`config.mk`:
```
export PLATFORM = sky130hd
export DESIGN_NAME = rtcac_core
export DESIGN_NICKNAME = d
export VERILOG_FILES = /design/src/rtcac_pkg.sv /design/src/rtcac_core.sv /design/src/rtcac_bcd_time.sv
export SDC_FILE = /design/constraint.sdc
export NUM_CORES = 1
export LEC_CHECK = 0
export BUFFER_PORTS_ARGS = -buffer_cell sky130_fd_sc_hd__buf_2
export CORE_UTILIZATION = 36
export DETAILED_ROUTE_END_ITERATION = 8
export PLACE_DENSITY = 0.63
export REMOVE_ABC_BUFFERS = 1
export SYNTH_ARGS = -nofsm -noshare
export SYNTH_HDL_FRONTEND = slang
export SYNTH_SLANG_ARGS = --single-unit
```
`constraint.sdc`:
```
create_clock -name core_clk -period 5.5 [get_ports core_clk]
set_input_delay 0.55 -clock core_clk [delete_from_list [all_inputs] [get_ports core_clk]]
set_output_delay 0.55 -clock core_clk [all_outputs]
set_load 0.005 [all_outputs]
```
`src/rtcac_pkg.sv`:
```
// Package: register offsets, field positions, reset values, encodings
package rtcac_pkg;
   // ------------------------------------------------------------
   // Register offsets (byte addresses)
   // ------------------------------------------------------------
   localparam logic [7:0] OFF_CTRL1  = 8'h00;
   localparam logic [7:0] OFF_CTRL2  = 8'h04;
   localparam logic [7:0] OFF_STAT   = 8'h08;
   localparam logic [7:0] OFF_TIME   = 8'h0c;
   localparam logic [7:0] OFF_DATE   = 8'h10;
   localparam logic [7:0] OFF_ATIME  = 8'h14;
   localparam logic [7:0] OFF_ADATE  = 8'h18;
   localparam logic [7:0] OFF_UNLOCK = 8'h1c;
   // ------------------------------------------------------------
   // Field positions
   // ------------------------------------------------------------
   localparam int C1_ARM     = 31;
   localparam int C1_CHIME   = 30;
   localparam int C1_MASK_LO = 24;
   localparam int C1_RPT_LO  = 16;
   localparam int C1_ON      = 15;
   localparam int C1_GUARD   = 11;
   localparam int C1_OE      = 7;
   localparam int C1_SEL_LO  = 4;
   localparam int C2_DIV_LO  = 16;
   localparam int C2_FR_LO   = 11;
   localparam int ST_ALM     = 5;
   localparam int ST_SYNC    = 2;
   localparam int ST_ASYNC   = 1;
   localparam int ST_HALF    = 0;
   // ------------------------------------------------------------
   // Writable masks and reset values
   // ------------------------------------------------------------
   localparam logic [31:0] C1_WMASK  = 32'hcfff_88f0;
   localparam logic [31:0] C2_WMASK  = 32'hffff_f803;
   localparam logic [31:0] TIME_MASK = 32'h7f7f_ff00;
   localparam logic [31:0] DATE_MASK = 32'hff1f_3f07;
   localparam logic [31:0] RST_ZERO  = 32'h0000_0000;
   localparam logic [31:0] RST_DATE  = 32'h0001_0100;
   localparam logic [31:0] UNLOCK_KEY = 32'h0000_5a5a;
   // ------------------------------------------------------------
   // Encodings
   // ------------------------------------------------------------
   localparam logic [2:0] SEL_ALARM = 3'h0;
   localparam logic [2:0] SEL_SEC   = 3'h1;
   localparam logic [2:0] SEL_CLK   = 3'h2;
   localparam logic [1:0] TB_XTAL   = 2'h0;
   localparam logic [1:0] TB_RCOSC  = 2'h1;
   localparam logic [1:0] TB_PIN    = 2'h2;
   localparam logic [1:0] TB_PCLK   = 2'h3;
   localparam logic [3:0] AM_HALF   = 4'h0;
   localparam logic [3:0] AM_YEAR   = 4'h9;
   localparam int FRAC_PERIOD_S     = 16;
   localparam int HALVES_PER_FRAC   = 2 * FRAC_PERIOD_S;
endpackage

```
`src/rtcac_core.sv`:
```
// Real-time clock control, timebase divider, alarm and register file
`timescale 1ns/1ps
module rtcac_core #(
   parameter int WINDOW_CYC = 2
) (
   input  wire logic        core_clk,
   input  wire logic        rst_b,
   input  wire logic [7:0]  reg_addr,
   input  wire logic [31:0] reg_wdata,
   input  wire logic        reg_wr,
   input  wire logic        reg_rd,
   output logic      [31:0] reg_rdata,
   input  wire logic        secondary_crystal_osc,
   input  wire logic        low_power_rc_osc,
   input  wire logic        external_timebase_pin,
   input  wire logic        peripheral_clock,
   output logic             clock_pin_out,
   output logic             clock_pin_oe
);
   if (WINDOW_CYC < 1 || WINDOW_CYC > 255) begin : g_window_check
      $error("WINDOW_CYC out of range");
   end

   // ------------------------------------------------------------
   // Registers
   // ------------------------------------------------------------
   logic [31:0] ctrl1_q, ctrl2_q, atime_q, adate_q, time_q, date_q;
   logic        unlocked_q, half_q, alm_flag_q, pin_q, tb_prev_q;
   logic [15:0] div_cnt_q;
   logic [4:0]  frac_cnt_q;
   logic [7:0]  win_q;
   logic        edge_tick, underflow, tick_sec, alarm_hit, alarm_evt;
   logic        tb_level, wr_c1, guard, load_time, load_date;
   logic        on;
   logic [7:0]  rpt;

   assign on    = ctrl1_q[rtcac_pkg::C1_ON];
   assign guard = ctrl1_q[rtcac_pkg::C1_GUARD];
   assign rpt   = ctrl1_q[rtcac_pkg::C1_RPT_LO +: 8];
   assign wr_c1 = reg_wr && reg_addr == rtcac_pkg::OFF_CTRL1;

   // Timekeeping writes refused while guarded
   assign load_time = reg_wr && !guard && reg_addr == rtcac_pkg::OFF_TIME;
   assign load_date = reg_wr && !guard && reg_addr == rtcac_pkg::OFF_DATE;

   // ------------------------------------------------------------
   // Control registers
   // ------------------------------------------------------------
   // Unlock key arms one guard clear
   always_ff @(posedge core_clk or negedge rst_b) begin
      if (!rst_b) begin
         unlocked_q <= 1'b0;
      end else if (reg_wr && reg_addr == rtcac_pkg::OFF_UNLOCK) begin
         unlocked_q <= reg_wdata == rtcac_pkg::UNLOCK_KEY;
      end else if (wr_c1) begin
         unlocked_q <= 1'b0;
      end
   end

   // Control one; hardware repeat decrement wins over software write
   always_ff @(posedge core_clk or negedge rst_b) begin
      if (!rst_b) begin
         ctrl1_q <= rtcac_pkg::RST_ZERO;
      end else begin
         if (wr_c1) begin
            ctrl1_q <= reg_wdata & rtcac_pkg::C1_WMASK;
            if (guard && !reg_wdata[rtcac_pkg::C1_GUARD] && !unlocked_q) begin
               ctrl1_q[rtcac_pkg::C1_GUARD] <= 1'b1;
            end
         end
         if (alarm_evt) begin
            if (rpt != 8'h00 || ctrl1_q[rtcac_pkg::C1_CHIME]) begin
               ctrl1_q[rtcac_pkg::C1_RPT_LO +: 8] <= rpt - 8'h01;
            end else begin
               ctrl1_q[rtcac_pkg::C1_ARM] <= 1'b0;
            end
         end
      end
   end

   // Control two and alarm compare registers, guarded
   always_ff @(posedge core_clk or negedge rst_b) begin
      if (!rst_b) begin
         ctrl2_q <= rtcac_pkg::RST_ZERO;
         atime_q <= rtcac_pkg::RST_ZERO;
         adate_q <= rtcac_pkg::RST_ZERO;
      end else if (reg_wr && !guard) begin
         case (reg_addr)
            rtcac_pkg::OFF_CTRL2: ctrl2_q <= reg_wdata & rtcac_pkg::C2_WMASK;
            rtcac_pkg::OFF_ATIME: atime_q <= reg_wdata & rtcac_pkg::TIME_MASK;
            rtcac_pkg::OFF_ADATE: adate_q <= reg_wdata & rtcac_pkg::DATE_MASK;
            default: ;
         endcase
      end
   end

   // ------------------------------------------------------------
   // Timebase and divider
   // ------------------------------------------------------------
   always_comb begin
      case (ctrl2_q[1:0])
         rtcac_pkg::TB_PCLK: tb_level = peripheral_clock;
         rtcac_pkg::TB_PIN:  tb_level = external_timebase_pin;
         rtcac_pkg::TB_RCOSC: tb_level = low_power_rc_osc;
         default:            tb_level = secondary_crystal_osc;
      endcase
   end

   // Rising edge of selected timebase as an enable pulse
   always_ff @(posedge core_clk or negedge rst_b) begin
      if (!rst_b) tb_prev_q <= 1'b0;
      else        tb_prev_q <= tb_level;
   end
   assign edge_tick = on && tb_level && !tb_prev_q;

   assign underflow = edge_tick && div_cnt_q == 16'h0000;

   // Reload counter; once per 16 s the period stretches by the fraction
   always_ff @(posedge core_clk or negedge rst_b) begin
      if (!rst_b) begin
         div_cnt_q  <= 16'h0000;
         frac_cnt_q <= 5'h00;
      end else if (!on) begin
         div_cnt_q  <= ctrl2_q[rtcac_pkg::C2_DIV_LO +: 16];
         frac_cnt_q <= 5'h00;
      end else if (underflow) begin
         frac_cnt_q <= frac_cnt_q + 5'h01;
         if (frac_cnt_q == 5'(rtcac_pkg::HALVES_PER_FRAC - 1)) begin
            div_cnt_q <= ctrl2_q[rtcac_pkg::C2_DIV_LO +: 16]
                         + {11'h000, ctrl2_q[rtcac_pkg::C2_FR_LO +: 5]};
         end else begin
            div_cnt_q <= ctrl2_q[rtcac_pkg::C2_DIV_LO +: 16];
         end
      end else if (edge_tick) begin
         div_cnt_q <= div_cnt_q - 16'h0001;
      end
   end

   // Half-second phase
   always_ff @(posedge core_clk or negedge rst_b) begin
      if (!rst_b)         half_q <= 1'b0;
      else if (underflow) half_q <= !half_q;
   end
   assign tick_sec = underflow && half_q;

   rtcac_bcd_time u_time (
      .core_clk  (core_clk),
      .rst_b     (rst_b),
      .tick_sec  (tick_sec),
      .load_time (load_time),
      .load_date (load_date),
      .wdata     (reg_wdata),
      .time_q    (time_q),
      .date_q    (date_q)
   );

   // ------------------------------------------------------------
   // Alarm
   // ------------------------------------------------------------
   function automatic logic alarm_match(input logic [3:0] m, input logic [31:0] t,
                                        input logic [31:0] a, input logic [31:0] d,
                                        input logic [31:0] ad, input logic h);
      case (m)
         4'h0: alarm_match = 1'b1;
         4'h1: alarm_match = !h;
         4'h2: alarm_match = !h && t[11:8] == a[11:8];
         4'h3: alarm_match = !h && t[15:8] == a[15:8];
         4'h4: alarm_match = !h && t[19:8] == a[19:8];
         4'h5: alarm_match = !h && t[23:8] == a[23:8];
         4'h6: alarm_match = !h && t[31:8] == a[31:8];
         4'h7: alarm_match = !h && t[31:8] == a[31:8] && d[2:0] == ad[2:0];
         4'h8: alarm_match = !h && t[31:8] == a[31:8] && d[13:8] == ad[13:8];
         4'h9: alarm_match = !h && t[31:8] == a[31:8] && d[20:8] == ad[20:8];
         default: alarm_match = 1'b0;
      endcase
   endfunction

   // Evaluated on every half-second boundary against the new time
   assign alarm_hit = alarm_match(ctrl1_q[rtcac_pkg::C1_MASK_LO +: 4], time_q, atime_q,
                                  date_q, adate_q, half_q);
   logic eval_q;
   always_ff @(posedge core_clk or negedge rst_b) begin
      if (!rst_b) eval_q <= 1'b0;
      else        eval_q <= underflow;
   end
   assign alarm_evt = eval_q && ctrl1_q[rtcac_pkg::C1_ARM] && alarm_hit;

   // Alarm flag set by event, cleared by hardware when disarmed
   always_ff @(posedge core_clk or negedge rst_b) begin
      if (!rst_b)                             alm_flag_q <= 1'b0;
      else if (alarm_evt)                     alm_flag_q <= 1'b1;
      else if (!ctrl1_q[rtcac_pkg::C1_ARM])   alm_flag_q <= 1'b0;
   end

   // Update window following each half-second tick
   always_ff @(posedge core_clk or negedge rst_b) begin
      if (!rst_b)              win_q <= 8'h00;
      else if (underflow)      win_q <= 8'(WINDOW_CYC);
      else if (win_q != 8'h00) win_q <= win_q - 8'h01;
   end

   // ------------------------------------------------------------
   // Output pin
   // ------------------------------------------------------------
   always_ff @(posedge core_clk or negedge rst_b) begin
      if (!rst_b) begin
         pin_q <= 1'b0;
      end else begin
         case (ctrl1_q[rtcac_pkg::C1_SEL_LO +: 3])
            rtcac_pkg::SEL_ALARM: pin_q <= alm_flag_q;
            rtcac_pkg::SEL_SEC:   pin_q <= half_q;
            rtcac_pkg::SEL_CLK:   pin_q <= half_q;
            default:              pin_q <= 1'b0;
         endcase
      end
   end
   assign clock_pin_out = ctrl1_q[rtcac_pkg::C1_OE] && pin_q;
   assign clock_pin_oe  = ctrl1_q[rtcac_pkg::C1_OE];

   // ------------------------------------------------------------
   // Read port
   // ------------------------------------------------------------
   always_ff @(posedge core_clk or negedge rst_b) begin
      if (!rst_b) begin
         reg_rdata <= 32'h0000_0000;
      end else if (reg_rd) begin
         case (reg_addr)
            rtcac_pkg::OFF_CTRL1: reg_rdata <= ctrl1_q;
            rtcac_pkg::OFF_CTRL2: reg_rdata <= ctrl2_q;
            rtcac_pkg::OFF_STAT:  reg_rdata <= {26'h0, alm_flag_q, 2'h0, win_q != 8'h00,
                                                win_q != 8'h00, half_q};
            rtcac_pkg::OFF_TIME:  reg_rdata <= time_q;
            rtcac_pkg::OFF_DATE:  reg_rdata <= date_q;
            rtcac_pkg::OFF_ATIME: reg_rdata <= atime_q;
            rtcac_pkg::OFF_ADATE: reg_rdata <= adate_q;
            default:              reg_rdata <= 32'h0000_0000;
         endcase
      end else begin
         reg_rdata <= 32'h0000_0000;
      end
   end

   // ------------------------------------------------------------
   // Checks
   // ------------------------------------------------------------
   property p_guard_hold;
      @(posedge core_clk) disable iff (!rst_b)
      guard && !unlocked_q && wr_c1 |=> ctrl1_q[rtcac_pkg::C1_GUARD];
   endproperty
   a_guard_hold: assert property (p_guard_hold) else $error("guard cleared without unlock");

   property p_time_locked;
      @(posedge core_clk) disable iff (!rst_b)
      guard && !tick_sec |=> $stable(time_q);
   endproperty
   a_time_locked: assert property (p_time_locked) else $error("time changed while guarded");

   property p_rpt_dec;
      @(posedge core_clk) disable iff (!rst_b)
      alarm_evt && !wr_c1 && rpt != 8'h00 |=> rpt == $past(rpt) - 8'h01;
   endproperty
   a_rpt_dec: assert property (p_rpt_dec) else $error("repeat count not decremented");

   property p_rpt_stop;
      @(posedge core_clk) disable iff (!rst_b)
      alarm_evt && !wr_c1 && rpt == 8'h00 && !ctrl1_q[rtcac_pkg::C1_CHIME] |=> rpt == 8'h00;
   endproperty
   a_rpt_stop: assert property (p_rpt_stop) else $error("repeat count wrapped without chime");

   property p_off_still;
      @(posedge core_clk) disable iff (!rst_b)
      !on ##1 !on |-> !underflow && $stable(half_q);
   endproperty
   a_off_still: assert property (p_off_still) else $error("counting while disabled");

   property p_alm_flag;
      @(posedge core_clk) disable iff (!rst_b)
      alarm_evt |=> alm_flag_q;
   endproperty
   a_alm_flag: assert property (p_alm_flag) else $error("alarm flag not set");

   property p_pin_off;
      @(posedge core_clk) disable iff (!rst_b)
      !ctrl1_q[rtcac_pkg::C1_OE] |-> !clock_pin_oe && !clock_pin_out;
   endproperty
   a_pin_off: assert property (p_pin_off) else $error("pin driven while disabled");

   property p_half_toggle;
      @(posedge core_clk) disable iff (!rst_b)
      underflow |=> half_q != $past(half_q);
   endproperty
   a_half_toggle: assert property (p_half_toggle) else $error("phase did not toggle");

   property p_rpt_wrap;
      @(posedge core_clk) disable iff (!rst_b)
      alarm_evt && rpt == 8'h00 && ctrl1_q[rtcac_pkg::C1_CHIME] |=> rpt == 8'hff;
   endproperty
   a_rpt_wrap: assert property (p_rpt_wrap) else $error("no wrap with chime");

   property p_disarm;
      @(posedge core_clk) disable iff (!rst_b)
      alarm_evt && rpt == 8'h00 && !ctrl1_q[rtcac_pkg::C1_CHIME]
         |=> !ctrl1_q[rtcac_pkg::C1_ARM];
   endproperty
   a_disarm: assert property (p_disarm) else $error("alarm not disarmed at end");

   property p_frac_stretch;
      @(posedge core_clk) disable iff (!rst_b)
      underflow && frac_cnt_q == 5'(rtcac_pkg::HALVES_PER_FRAC - 1) |=>
         div_cnt_q == $past(ctrl2_q[rtcac_pkg::C2_DIV_LO +: 16])
                      + {11'h000, $past(ctrl2_q[rtcac_pkg::C2_FR_LO +: 5])};
   endproperty
   a_frac_stretch: assert property (p_frac_stretch) else $error("fraction not added");

   property p_rdata_idle;
      @(posedge core_clk) disable iff (!rst_b)
      !reg_rd |=> reg_rdata == 32'h0000_0000;
   endproperty
   a_rdata_idle: assert property (p_rdata_idle) else $error("read data outside slot");

   property p_pin_alarm;
      @(posedge core_clk) disable iff (!rst_b)
      ctrl1_q[rtcac_pkg::C1_SEL_LO +: 3] == rtcac_pkg::SEL_ALARM ##1 ctrl1_q[rtcac_pkg::C1_OE]
         |-> clock_pin_out == $past(alm_flag_q);
   endproperty
   a_pin_alarm: assert property (p_pin_alarm) else $error("pin not showing alarm");
endmodule

```
`src/rtcac_bcd_time.sv`:
```
// Packed decimal time and calendar counter with carries
`timescale 1ns/1ps
module rtcac_bcd_time (
   input  wire logic        core_clk,
   input  wire logic        rst_b,
   input  wire logic        tick_sec,
   input  wire logic        load_time,
   input  wire logic        load_date,
   input  wire logic [31:0] wdata,
   output logic      [31:0] time_q,
   output logic      [31:0] date_q
);
   // ------------------------------------------------------------
   // Helpers
   // ------------------------------------------------------------
   function automatic logic [7:0] bcd_inc(input logic [7:0] v);
      if (v[3:0] == 4'h9) begin
         bcd_inc = {v[7:4] + 4'h1, 4'h0};
      end else begin
         bcd_inc = {v[7:4], v[3:0] + 4'h1};
      end
   endfunction

   function automatic logic [7:0] month_days(input logic [7:0] m, input logic [7:0] y);
      case (m)
         8'h04, 8'h06, 8'h09, 8'h11: month_days = 8'h30;
         8'h02: month_days = (y[4] ^ y[1]) == 1'b0 && y[0] == 1'b0 ? 8'h29 : 8'h28;
         default: month_days = 8'h31;
      endcase
   endfunction

   logic [7:0] hr, mn, sc, yr, mo, dy;
   logic [2:0] wd;
   assign hr = {1'b0, time_q[30:24]};
   assign mn = {1'b0, time_q[22:16]};
   assign sc = time_q[15:8];
   assign yr = date_q[31:24];
   assign mo = {3'h0, date_q[20:16]};
   assign dy = {2'h0, date_q[13:8]};
   assign wd = date_q[2:0];

   // Incremented digit pairs for the carry chain
   logic [7:0] mn_inc, hr_inc, mo_inc, dy_inc;
   assign mn_inc = bcd_inc(mn);
   assign hr_inc = bcd_inc(hr);
   assign mo_inc = bcd_inc(mo);
   assign dy_inc = bcd_inc(dy);

   // Counting, with software load taking priority
   always_ff @(posedge core_clk or negedge rst_b) begin
      if (!rst_b) begin
         time_q <= rtcac_pkg::RST_ZERO;
         date_q <= rtcac_pkg::RST_DATE;
      end else if (load_time || load_date) begin
         if (load_time) time_q <= wdata & rtcac_pkg::TIME_MASK;
         if (load_date) date_q <= wdata & rtcac_pkg::DATE_MASK;
      end else if (tick_sec) begin
         time_q[15:8] <= (sc == 8'h59) ? 8'h00 : bcd_inc(sc);
         if (sc == 8'h59) begin
            time_q[22:16] <= (mn == 8'h59) ? 7'h00 : mn_inc[6:0];
            if (mn == 8'h59) begin
               time_q[30:24] <= (hr == 8'h23) ? 7'h00 : hr_inc[6:0];
               if (hr == 8'h23) begin
                  date_q[2:0] <= (wd == 3'h6) ? 3'h0 : wd + 3'h1;
                  if (dy == month_days(mo, yr)) begin
                     date_q[13:8] <= 6'h01;
                     date_q[20:16] <= (mo == 8'h12) ? 5'h01 : mo_inc[4:0];
                     if (mo == 8'h12) date_q[31:24] <= (yr == 8'h99) ? 8'h00 : bcd_inc(yr);
                  end else begin
                     date_q[13:8] <= dy_inc[5:0];
                  end
               end
            end
         end
      end
   end
endmodule

```
==> results of run 1 <==
layout make-up:
class	instances	share of cell area [%]
Inverter	38	1.16
Multi-Input combinational cell	848	46.0
Timing Repair Buffer	93	4.10
Clock inverter	13	1.21
Sequential cell	197	39.9
Tap cell	390	3.95
Clock buffer	19	3.59
cells in the final DEF (no fill, tap or decap), drive strengths merged, types with 31 or more instances in the layout:
cell	count
nand2	120
mux2	68
a21oi	65
inv	42
xnor2	43
nor2	55
o21ai	104
dfrtp	195
a22oi	56
buf	92
nand3	31
where the power goes:
part	internal [W]	switching, W	total (W)
Clock	0.000691	0.000589	0.00128
Combinational	0.000188	0.000239	0.000427
Sequential	0.00156	0.000132	0.00169
stage by stage:
stage / std cells / utilization (%) / setup slack (ps) / total power, W
floorplan: 1083 / - / 2170 / 0.00196
global placement: 1566 / 39.3 / 1700 / 0.00213
detailed placement: 1566 / 39.3 / 1580 / 0.00214
CTS: 1598 / 41.3 / 1550 / 0.00342
global route: 1598 / 41.3 / 1280 / 0.00355
finish: 1598 / 41.3 / 1520 / 0.00340
metal layers:
layer	vias up	track usage (%)
li1	4303	-
met5	-	0
met4	6	8.33
met2	360	34.0
met3	70	3.37
met1	4698	29.1
worst max-delay path, delay by kind of cell, from the launching register on:
| kind | cells | cell delay [ps] |
|---|---|---|
| simple gates | 6 | 2010 |
| fa+ha+maj | 1 | 190 |
| flops | 1 | 430 |
| compound gates | 1 | 330 |
| buf+inv | 2 | 490 |
| mux | 1 | 390 |
final timing paths:
path	start	endpoint	slack, ps	cells after the start
setup / recovery	div_cnt_q[0]$_DFFE_PN0P_	u_time.date_q[29]$_DFFE_PN0P_	1520	11
hold / removal	rst_b	reg_rdata[24]$_DFF_PN0_	160	1
setup reg to reg	div_cnt_q[0]$_DFFE_PN0P_	u_time.date_q[29]$_DFFE_PN0P_	1520	11
hold reg to reg	ctrl1_q[6]$_DFFE_PN0P_	pin_q$_DFF_PN0_	470	1
max in group asynchronous	rst_b	u_time.time_q[29]$_DFFE_PN0P_	4070	2
min in group core_clk	reg_wdata[5]	ctrl1_q[5]$_DFFE_PN0P_	310	3
registers in the layout (all words and copies together), names as in the netlist, 5 cells and up:
name           cells
adate_q           22
atime_q           22
ctrl1_q           20
ctrl2_q           23
div_cnt_q         16
frac_cnt_q         5
reg_rdata         31
u_time.date_q     22
u_time.time_q     22
win_q              8
synthesized netlist by cell type (all sizes together) (7+ instances only):
library cell  count  area [µm²]
a21oi            65         337
a21o             10        75.1
nor3b            18         140
nand4            15        93.8
nor4             13        81.3
dfrtp           195        4880
nor2b             8        50.1
buf              15        78.8
ha               28         350
or4               7        52.6
or2               9        56.3
nor3             19        95.1
o211ai            9        67.6
nand2           120         453
a22oi            56         420
and3             19         119
inv              38         143
o21ai           104         524
xnor2            43         377
or3              11        68.8
xor2             21         184
nor2             55         214
nand3            31         168
clkbuf           54         203
mux2             68         777
a31oi            27         169
kinds of logic after synthesis:
group,Yosys count,share of synthesized area (%)
AO/OA/AOI/OAI,327,18.9
adder cells (fa/ha/maj),29,3.36
XOR/XNOR,64,5.08
buffers and inverters,107,3.84
flip-flops,197,44.7
multiplexers,74,7.70
other,1,0.0340
AND/OR/NAND/NOR,353,16.4
==> results.txt, run 1 <==
* Status: complete, no violations
- Setup repair after global routing missed its margin: no
- At the pin with the least slew margin, the transition time is 1170 ps.
* Power density over the cells: 275 mW/mm²
* Met1 Routed Length: 14.3 mm
- Remaining routing DRC violations: 0
- The number of global-route vias before repair is 9098.
- For this design the top-level I/O count stands at 82.
* Pin count of the biggest net entering global routing: 90
- The final critical path takes up 72.4% of the cycle.
* NumNets Final: 1272
* Count of buffers added by post-CTS timing repair for setup: 0
* Reported leakage power: 5.48 nW
- Core area: 0.0299 mm²
- Starting Density: 36.9%
- Number of sinks handled by clock tree synthesis: 197
- Setup violations remaining at the end of the flow were counted as 0.
* Clock Root Buffer: sky130_fd_sc_hd__clkbuf_16
* Setup Crit Path Kind: register to register
- Headroom to the max-slew limit: 22.3%
- After synthesis, flip-flops and latches occupy 44.7% of the total area.
* Type of element launching the critical path: register
* Worst vdd ir: 207 µV
- Tightest Hold Check Type: input port to async pin
- In this run the top signal layer used is met5.
- Clock transition at the registers of the reported paths: 70 ps
- Count of mapped cells out of synthesis: 1152
- Walking the worst path, the cells encountered are inv_1 -> ha_1 -> or4b_4 -> or3_1 -> nor2_4 -> nand2_2 -> inv_2 -> nand4_1 -> a21o_1 -> nand3b_1 -> mux2_1.
- Critical path data arrival time: 4310 ps
* Highest fanout seen on the critical path: 22
- Combined area of all synthesized cells: 0.0110 mm²
- Between clock sinks in the finished design, the worst skew comes to 10.7 ps.
* Post-route ant nets: 0
- HPWL after detailed placement: 23.1 mm
* Async set-reset flop share out of synthesis: 100%
- Sum of negative setup slack: 0 ps
- Wire per inst: 20.2 µm
- Yosys mapped a number of flops with a built-in enable equal to 0.
* Ratio of cells with drive above 1 in the final layout: 17.8%
* Worst endpoint required time: 5830 ps
- Post-synthesis to final-layout area growth: 11.9%
- DRC marker count from the first detailed-route iteration: 756
* Clock tree from TritonCTS: done
* Die Height: 177 µm
- Total count of max-transition violations in the final report: 0
* Number of antenna violations at the first check in global routing: 3
- In this run the core area contains 63 standard-cell rows.
- Count of filler cells inserted in the layout: 2917
- Area occupied by registers: 0.00493 mm²
* Worst-skew pair later-pin latency: 450 ps
- After clock tree synthesis, the flow added hold-fix buffers numbering 0.
* Area enclosed by the die boundary: 0.0314 mm²
- Count of final hold-check violations: 0
- Detailed-route vias per instance: 5.91
- DR vias: 9437
- Met2 WL: 15.1 mm
- The first detailed-routing pass ran for 8 iterations.
- Summed over all nets, wire length on met3 after detailed routing comes to 2.01 mm.
- Finished Cell Area: 0.0123 mm²
- Critical path endpoint category: register
* Most instantiated flip-flop cell in the synthesis netlist: sky130_fd_sc_hd__dfrtp_1
- Crit path largest cell delay: 510 ps
- The slowest stage of the critical path is the sky130_fd_sc_hd__or4b_4 cell.
- Number of input and output port buffers inserted: 80
- Global-route wire length before repair: 51.7 mm
* Antenna diodes: 0
- Width of the chip: 177 µm
- Area taken by multi-input logic gates: 0.00569 mm²
- Maximum root-to-sink buffer count: 2
- The congestion estimate from routability-driven global placement came to 0.884.
- Number of max-capacitance violations reported: 0
- Overflow after GRT: 0
* Total of flip-flops plus latches after synthesis: 197
- The tightest hold path in the finished design has a slack of 160 ps.
- Yosys printed 0 warnings.
- Minimum period implied by the final worst setup slack: 3980 ps
* Overall global routing resource usage: 21.4%
* TritonCTS Buffers: 17
- Each instance of the synthesized netlist takes up on average 9.58 µm².
- Static timing analysis puts the maximum clock frequency at 251 MHz.
- The H-tree was split into 4 levels.
- In this run the cell area measured after placement is 0.0118 mm².
* Total detailed-routing wirelength: 32.3 mm
* Post-synth cell types: 83
- The number of gates resized after CTS was 0.
No activity file was read; power rests on OpenSTA's default activity.
==> run 2: changes to the inputs <==
Clock period 5.5 ns to 4 ns, I/O delays scaled along.
==> results.txt, run 2 (synthesis gave the netlist of run 1 again) <==
* Worst endpoint required time: 4320 ps (-1510 ps)
- Tightest hold margin: 62.1 ps (-98.0 ps)
* Tightest Hold Check Type: input port to async pin
- The power density over the cells came to 375 mW/mm² (+36%).
* Die Height: 177 µm (unchanged)
* HPWL after detailed placement: 22.9 mm (-0.81%)
* Area taken by multi-input logic gates: 0.00569 mm² (unchanged)
- The number of detailed-routing iterations run before antenna repair came to 7 (-1).
* Most common cell after layout, fill and taps aside: sky130_fd_sc_hd__dfrtp_1
* Number of input and output port buffers inserted: 80 (unchanged)
- Worst vdd ir: 297 µV (+44%)
- Core area: 0.0299 mm² (unchanged)
- The area of all sequential standard cells came to 0.00493 mm² (unchanged).
- The maximum number of pins on one net before global-route repair came to 110 (+22%).
- The total overflow reported by the global router came to 0 (unchanged).
- The H-tree depth came to 4 (unchanged).
* Highest fanout seen on the critical path: 11 (-50%)
* Overall global routing resource usage: 21.1% (-0.24 points)
* Critical path data arrival time: 3780 ps (-530 ps)
- The remaining routing DRC violations came to 0 (unchanged).
- Worst setup skew after layout: 11.1 ps (+0.396 ps)
- Setup repair after global routing left no endpoint under its margin.
- Antenna diodes: 0 (unchanged)
- The first-pass GRT wire length was 51.2 mm (-0.82%).
- The setup fix buffers added after clock tree synthesis is 0 (unchanged).
- Count of boundary I/O pins: 82 (unchanged)
- Ratio of cells with drive above 1 in the final layout: 18.5% (+0.73 points)
- Post-route ant nets: 0 (unchanged)
* Count of endpoints failing setup in the final report: 0 (unchanged)
- The number of cells after detailed placement was 1579 (+0.83%).
* Area enclosed by the die boundary: 0.0314 mm² (unchanged)
* Total detailed-routing wirelength: 31.9 mm (-1.4%)
* Sum of negative setup slack: 0 ps (unchanged)
- The die width was 177 µm (unchanged).
* Maximum root-to-sink buffer count: 2 (unchanged)
- Reported leakage power: 5.55 nW (+1.3%)
- The number of flip-flops in the largest register came to 31 (unchanged).
- Critical path endpoint category: register
- The final weighted congestion in routability-driven placement came to 0.864 (-2.3%).
- The count of vias placed by the detailed router came to 9325 (-1.2%).
- In the layout the commonest cells are sky130_fd_sc_hd__dfrtp_1 (195), sky130_fd_sc_hd__nand2_1 (119), sky130_fd_sc_hd__o21ai_0 (87), sky130_fd_sc_hd__buf_2 (79), sky130_fd_sc_hd__a21oi_1 (64).
- The number of nets in the layout came to 1285 (+1.0%).
* Minimum period implied by the final worst setup slack: 3460 ps (-517 ps)
- Clock tree from TritonCTS: done
- Clock tree synthesis selected as its root buffer the cell sky130_fd_sc_hd__clkbuf_16.
- Achievable Freq: 289 MHz (+15%)
- The number of hold-repair buffers added at the cts stage was 0 (unchanged).
* Count of filler cells inserted in the layout: 2879 (-1.3%)
- The total clock buffers created by CTS is 17 (unchanged).
- Number of antenna violations at the first check in global routing: 1 (-2)
- Measured slew at the worst slew-check pin: 978 ps (-188 ps)
- From synthesis to final layout, the design area changed by 12.9%.
- The final standard cell count with taps included and fillers excluded came to 1610 (+0.75%).
- The number of DRC markers after the initial detailed-route iteration is 1014 (+34%).
- The initial standard-cell utilization of the core was 36.9% (unchanged).
- The worst setup slack after layout is 537 ps (-983 ps).
* Count of standard-cell rows: 63 (unchanged)
- Wire per inst: 19.8 µm (-2.1%)
- The worst slew slack as a fraction of its limit came to 34.8% (+13 points).
- reg_rdata holds more flip-flops than any other register.
* Period utilization: 86.6% (+14 points)
- STA classifies the critical path startpoint as a register.
- Clock transition at the registers of the reported paths: 70 ps (about the same)
* Count of final hold-check violations: 0 (unchanged)
- In the final layout, the registers with the most flip-flops are reg_rdata x31, ctrl2_q x23.
- Number of sinks handled by clock tree synthesis: 197 (unchanged)
* Detailed-route vias per instance: 5.79 (-1.9%)
* Status: complete, no violations
- The clock latency at the later pin of the worst-skew pair is 440 ps (about the same).
- Setup Crit Path Kind: register to register
- Pre-CTS WS: 556 ps (-1020 ps)
* Number of max-capacitance violations reported: 0 (unchanged)
- Total count of max-transition violations in the final report: 0 (unchanged)
- Number of gates resized after CTS: 0 (unchanged)
* Number of global-route vias before repair: 8976 (-1.3%)
==> run 2: cell types whose count changed in the layout (fill, tap and decap cells not counted), sizes merged <==
cell    before  now
buf         92  105
bufinv       2    3
clkinv       6    5
inv         42   41
==> run 2: power by group <==
part	internal, W	switching, W	leakage (nW)	total [W]
sequential	0.00214	0.000173	2.57	0.00231
clock	0.000984	0.000777	0.288	0.00176
combinational	0.000263	0.000331	2.69	0.000593
total	0.00339	0.00128	5.55	0.00467
==> run 2: stage by stage <==
stage / utilization [%] / cell area, µm² / power, W
global placement: 39.8 / 11900 / 0.00292
CTS: 41.7 / 12500 / 0.00470
detailed placement: 39.8 / 11900 / 0.00294
finish: 41.7 / 12500 / 0.00467
floorplan: - / 10800 / 0.00270
global route: 41.7 / 12500 / 0.00490
==> run 2: critical path: stages, from the launching register on <==
cell,delay (ps)
sky130_fd_sc_hd__dfrtp_1,410
sky130_fd_sc_hd__inv_1,70
sky130_fd_sc_hd__ha_1,190
sky130_fd_sc_hd__or4b_4,520
sky130_fd_sc_hd__or3_1,500
sky130_fd_sc_hd__nor2_4,160
sky130_fd_sc_hd__nand2_2,200
sky130_fd_sc_hd__inv_2,180
sky130_fd_sc_hd__nand4_1,100
sky130_fd_sc_hd__a21o_1,330
sky130_fd_sc_hd__nand3b_1,290
sky130_fd_sc_hd__mux2_1,380
==> run 2: worst paths after layout <==
kind                                          start                             to  slack, ps  cells after the start
max                        div_cnt_q[0]$_DFFE_PN0P_  u_time.date_q[28]$_DFFE_PN0P_        540                     11
min                                           rst_b        reg_rdata[24]$_DFF_PN0_         60                      1
max reg2reg                div_cnt_q[0]$_DFFE_PN0P_  u_time.date_q[28]$_DFFE_PN0P_        540                     11
min reg2reg                  ctrl1_q[6]$_DFFE_PN0P_                pin_q$_DFF_PN0_        460                      1
max in group asynchronous                     rst_b  u_time.date_q[16]$_DFFE_PN1P_       2870                      2
min in group core_clk                  reg_wdata[5]         ctrl1_q[5]$_DFFE_PN0P_        160                      3
==> run 2: cell type report <==
type	instances	share of cell area [%]
well taps	390	3.92
repair buffers	106	5.05
clock buffers	19	3.47
inverters	38	1.14
clock inverters	12	1.22
multi-input cells	848	45.6
flip-flops and latches	197	39.6
==> run 2: routing by layer <==
metal / vias to the layer above / GRT usage [%] / wire length (µm)
met1: 4632 / 29.0 / 14400
met5: - / 0 / 8
met2: 322 / 33.3 / 14700
met4: 2 / 8.23 / 948
met3: 49 / 3.29 / 1830
li1: 4320 / - / -
==> run 3: changes to the inputs <==
Clock period 4 ns to 3.25 ns, I/O delays scaled along.
==> results.txt, run 3 (synthesis gave the netlist of run 1 again) <==
- The flow ran to the end, and the final reports show no timing, DRC or antenna violations.
- The die width was 177 µm (unchanged).
- Critical path data arrival time: 3420 ps (-360 ps)
- The final setup violation count was 0 (unchanged).
- Top Registers: reg_rdata x31, ctrl2_q x23
- The number of DRC markers after the initial detailed-route iteration is 831 (-18%).
- Pre-CTS WS: 75.1 ps (-481 ps)
* Measured slew at the worst slew-check pin: 866 ps (-112 ps)
- DR vias: 9455 (+1.4%)
- The max-cap check violation count was 0 (unchanged).
- Number of antenna violations at the first check in global routing: 2 (+1)
- Global-route wire length before repair: 51.6 mm (+0.79%)
- The maximum number of pins on one net before global-route repair was 86 (-22%).
* Worst vdd ir: 392 µV (+32%)
- Counting instances, the worst hold path has a depth of 3.
* Count of filler cells inserted in the layout: 2930 (+1.8%)
- Area enclosed by the die boundary: 0.0314 mm² (unchanged)
* Number of global-route vias before repair: 9032 (+0.62%)
* Most common cell after layout, fill and taps aside: sky130_fd_sc_hd__dfrtp_1
- Count of buffers added by post-CTS timing repair for setup: 0 (unchanged)
* Most utilized layer in the global route result: met2
- The largest individual stage delay along the critical path comes from the cell sky130_fd_sc_hd__or4b_4.
* Crit path largest cell delay: 500 ps (-20 ps)
- Setup Crit Path Kind: register to register
- Largest register FFs: 31 (unchanged)
- Starting Density: 36.9% (unchanged)
- The total clock buffers created by CTS came to 17 (unchanged).
- In this run the clock root is driven by a sky130_fd_sc_hd__clkbuf_16.
- Overflow after GRT: 0 (unchanged)
- The cell depth of the worst flop-to-flop path came to 12 (+1).
- The number of pins exceeding their max-slew limit in the final report is 0 (unchanged).
- The post-route clock period utilization was 95.2% (+8.6 points).
* Remaining routing DRC violations: 0 (unchanged)
- GR Layer Usage met1: 30.3% (+1.3 points)
- The residual antenna-violating net count after detailed routing came to 0 (unchanged).
- Clock tree from TritonCTS: done
* Global routing usage on met2: 33.6% (+0.31 points)
* Critical path endpoint category: register
- The detailed placer's ending HPWL was 23.6 mm (+3.1%).
- The I/O pin count is 82 (unchanged).
* NumNets Final: 1305 (+1.6%)
- Die Height: 177 µm (unchanged)
* Overall global routing resource usage: 21.4% (+0.28 points)
- Headroom to the max-slew limit: 42.0% (+7.2 points)
- Worst setup skew after layout: 12.3 ps (+1.22 ps)
- Core area: 0.0299 mm² (unchanged)
* Antenna diodes: 0 (unchanged)
- Reported leakage power: 5.64 nW (+1.7%)
- The H-tree depth is 4 (unchanged).
- The number of placement rows came to 63 (unchanged).
- In the layout the commonest cells are sky130_fd_sc_hd__dfrtp_1 (195), sky130_fd_sc_hd__nand2_1 (118), sky130_fd_sc_hd__o21ai_0 (87), sky130_fd_sc_hd__buf_2 (79), sky130_fd_sc_hd__a21oi_1 (64).
- The worst setup path is launched from a register.
- The register with the most flip-flops in the final layout is reg_rdata.
- Tightest hold margin: 99.5 ps (+37.4 ps)
- Maximum root-to-sink buffer count: 2 (unchanged)
- Global placement routability congestion: 0.880 (+1.8%)
* Number of sinks handled by clock tree synthesis: 197 (unchanged)
- The clock-pin slew on the worst setup and hold paths is 70 ps (about the same).
- Highest fanout seen on the critical path: 10 (-1)
- From synthesis to final layout, the design area changed by 14.5%.
- In this run the worst hold path is classified as input port to register.
- The total length of routed wires came to 32.7 mm (+2.5%).
- The ratio of routed vias to standard cells is 5.80 (+0.15%).
* Final setup slack of the worst path: 157 ps (-380 ps)
- The power density over the cells is 455 mW/mm² (+21%).
- The number of detailed-routing iterations run before antenna repair came to 6 (-1).
- The number of failing hold endpoints at the final stage was 0 (unchanged).
- The critical path required time came to 3570 ps (-750 ps).
- Ratio of cells with drive above 1 in the final layout: 20.2% (+1.6 points)
* Sum of negative setup slack: 0 ps (unchanged)
- Achievable Freq: 323 MHz (+12%)
* Wire per inst: 20.0 µm (+1.3%)
- The minimum clock period came to 3090 ps (-370 ps).
- The fraction of met3 tracks used by global routing was 3.05% (-0.24 points).
* Worst-skew pair later-pin latency: 440 ps (about the same)
- Cell chain of the critical path: inv_1 -> ha_2 -> or4b_4 -> or3_4 -> nor2_4 -> nand2_2 -> inv_4 -> buf_6 -> nand4_1 -> a21o_1 -> nand3b_1 -> mux2_1
- The quantity of I/O buffers inserted on ports came to 80 (unchanged).
- Setup repair after global routing missed its margin: no
==> run 3: changes by cell type in the layout (fill, tap and decap cells not counted), sizes merged <==
| cell | delta |
|---|---|
| clkbuf | +1 |
| bufinv | -1 |
| clkinv | -2 |
| buf | +19 |
| dlygate4sd3 | +1 |
| clkinvlp | +2 |
==> run 3: critical path: cells and delay by family (launching register included) <==
kind | cells | cell delay [ps]
multiplexers | 1 | 360
AND/OR/NAND/NOR | 6 | 1440
buffers and inverters | 3 | 330
flip-flops | 1 | 420
adder cells (fa/ha/maj) | 1 | 190
AO/OA/AOI/OAI | 1 | 220
==> run 3: routing by layer <==
| metal | share of wire (%) | up-vias |
|---|---|---|
| li1 | - | 4365 |
| met1 | 46 | 4708 |
| met2 | 46 | 320 |
| met3 | 5.8 | 58 |
| met4 | 2.4 | 4 |
| met5 | 0.055 | - |
==> run 3: path summary, 6_finish.rpt <==
path                                     startpoint  slack (ps)                             to
setup reg to reg           div_cnt_q[0]$_DFFE_PN0P_         160  u_time.date_q[29]$_DFFE_PN0P_
min in group asynchronous                     rst_b         480           win_q[7]$_DFFE_PN0P_
hold reg to reg              ctrl1_q[6]$_DFFE_PN0P_         440                pin_q$_DFF_PN0_
max in group asynchronous                     rst_b        1920  u_time.date_q[16]$_DFFE_PN1P_
setup / recovery           div_cnt_q[0]$_DFFE_PN0P_         160  u_time.date_q[29]$_DFFE_PN0P_
hold / removal                         reg_wdata[7]         100         ctrl1_q[7]$_DFFE_PN0P_
==> run 3: through the flow <==
step / instances / cell area [µm²] / utilization [%] / total power, W
2_1_floorplan: 1083 / 10800 / - / 0.00332
3_3_place_gp: 1598 / 12000 / 40.2 / 0.00362
3_5_place_dp: 1598 / 12000 / 40.2 / 0.00364
4_1_cts: 1630 / 12600 / 42.2 / 0.00578
5_1_grt: 1630 / 12600 / 42.3 / 0.00600
6_report: 1630 / 12600 / 42.3 / 0.00574
==> run 3: area by class of cell <==
cell class                      instances  area [µm²]  area share (%)
Tap cell                              390         488            3.86
Inverter                               38         145            1.15
Multi-Input combinational cell        848        5700            45.1
Sequential cell                       197        4930            39.0
Clock inverter                         11         124           0.981
Timing Repair Buffer                  126         786            6.22
Clock buffer                           20         457            3.62
==> run 3: timing repair <==
action                                  CTS  global route
hold endpoints to repair                 81             0
hold buffers                              1             0
endpoints found under the setup margin    0            13
resized for setup                         0             6
==> run 3: report_power, final <==
part / total [W] / internal [W] / switching [W]
combinational: 0.000756 / 0.000339 / 0.000417
clock: 0.00214 / 0.00117 / 0.000961
sequential: 0.00285 / 0.00263 / 0.000216
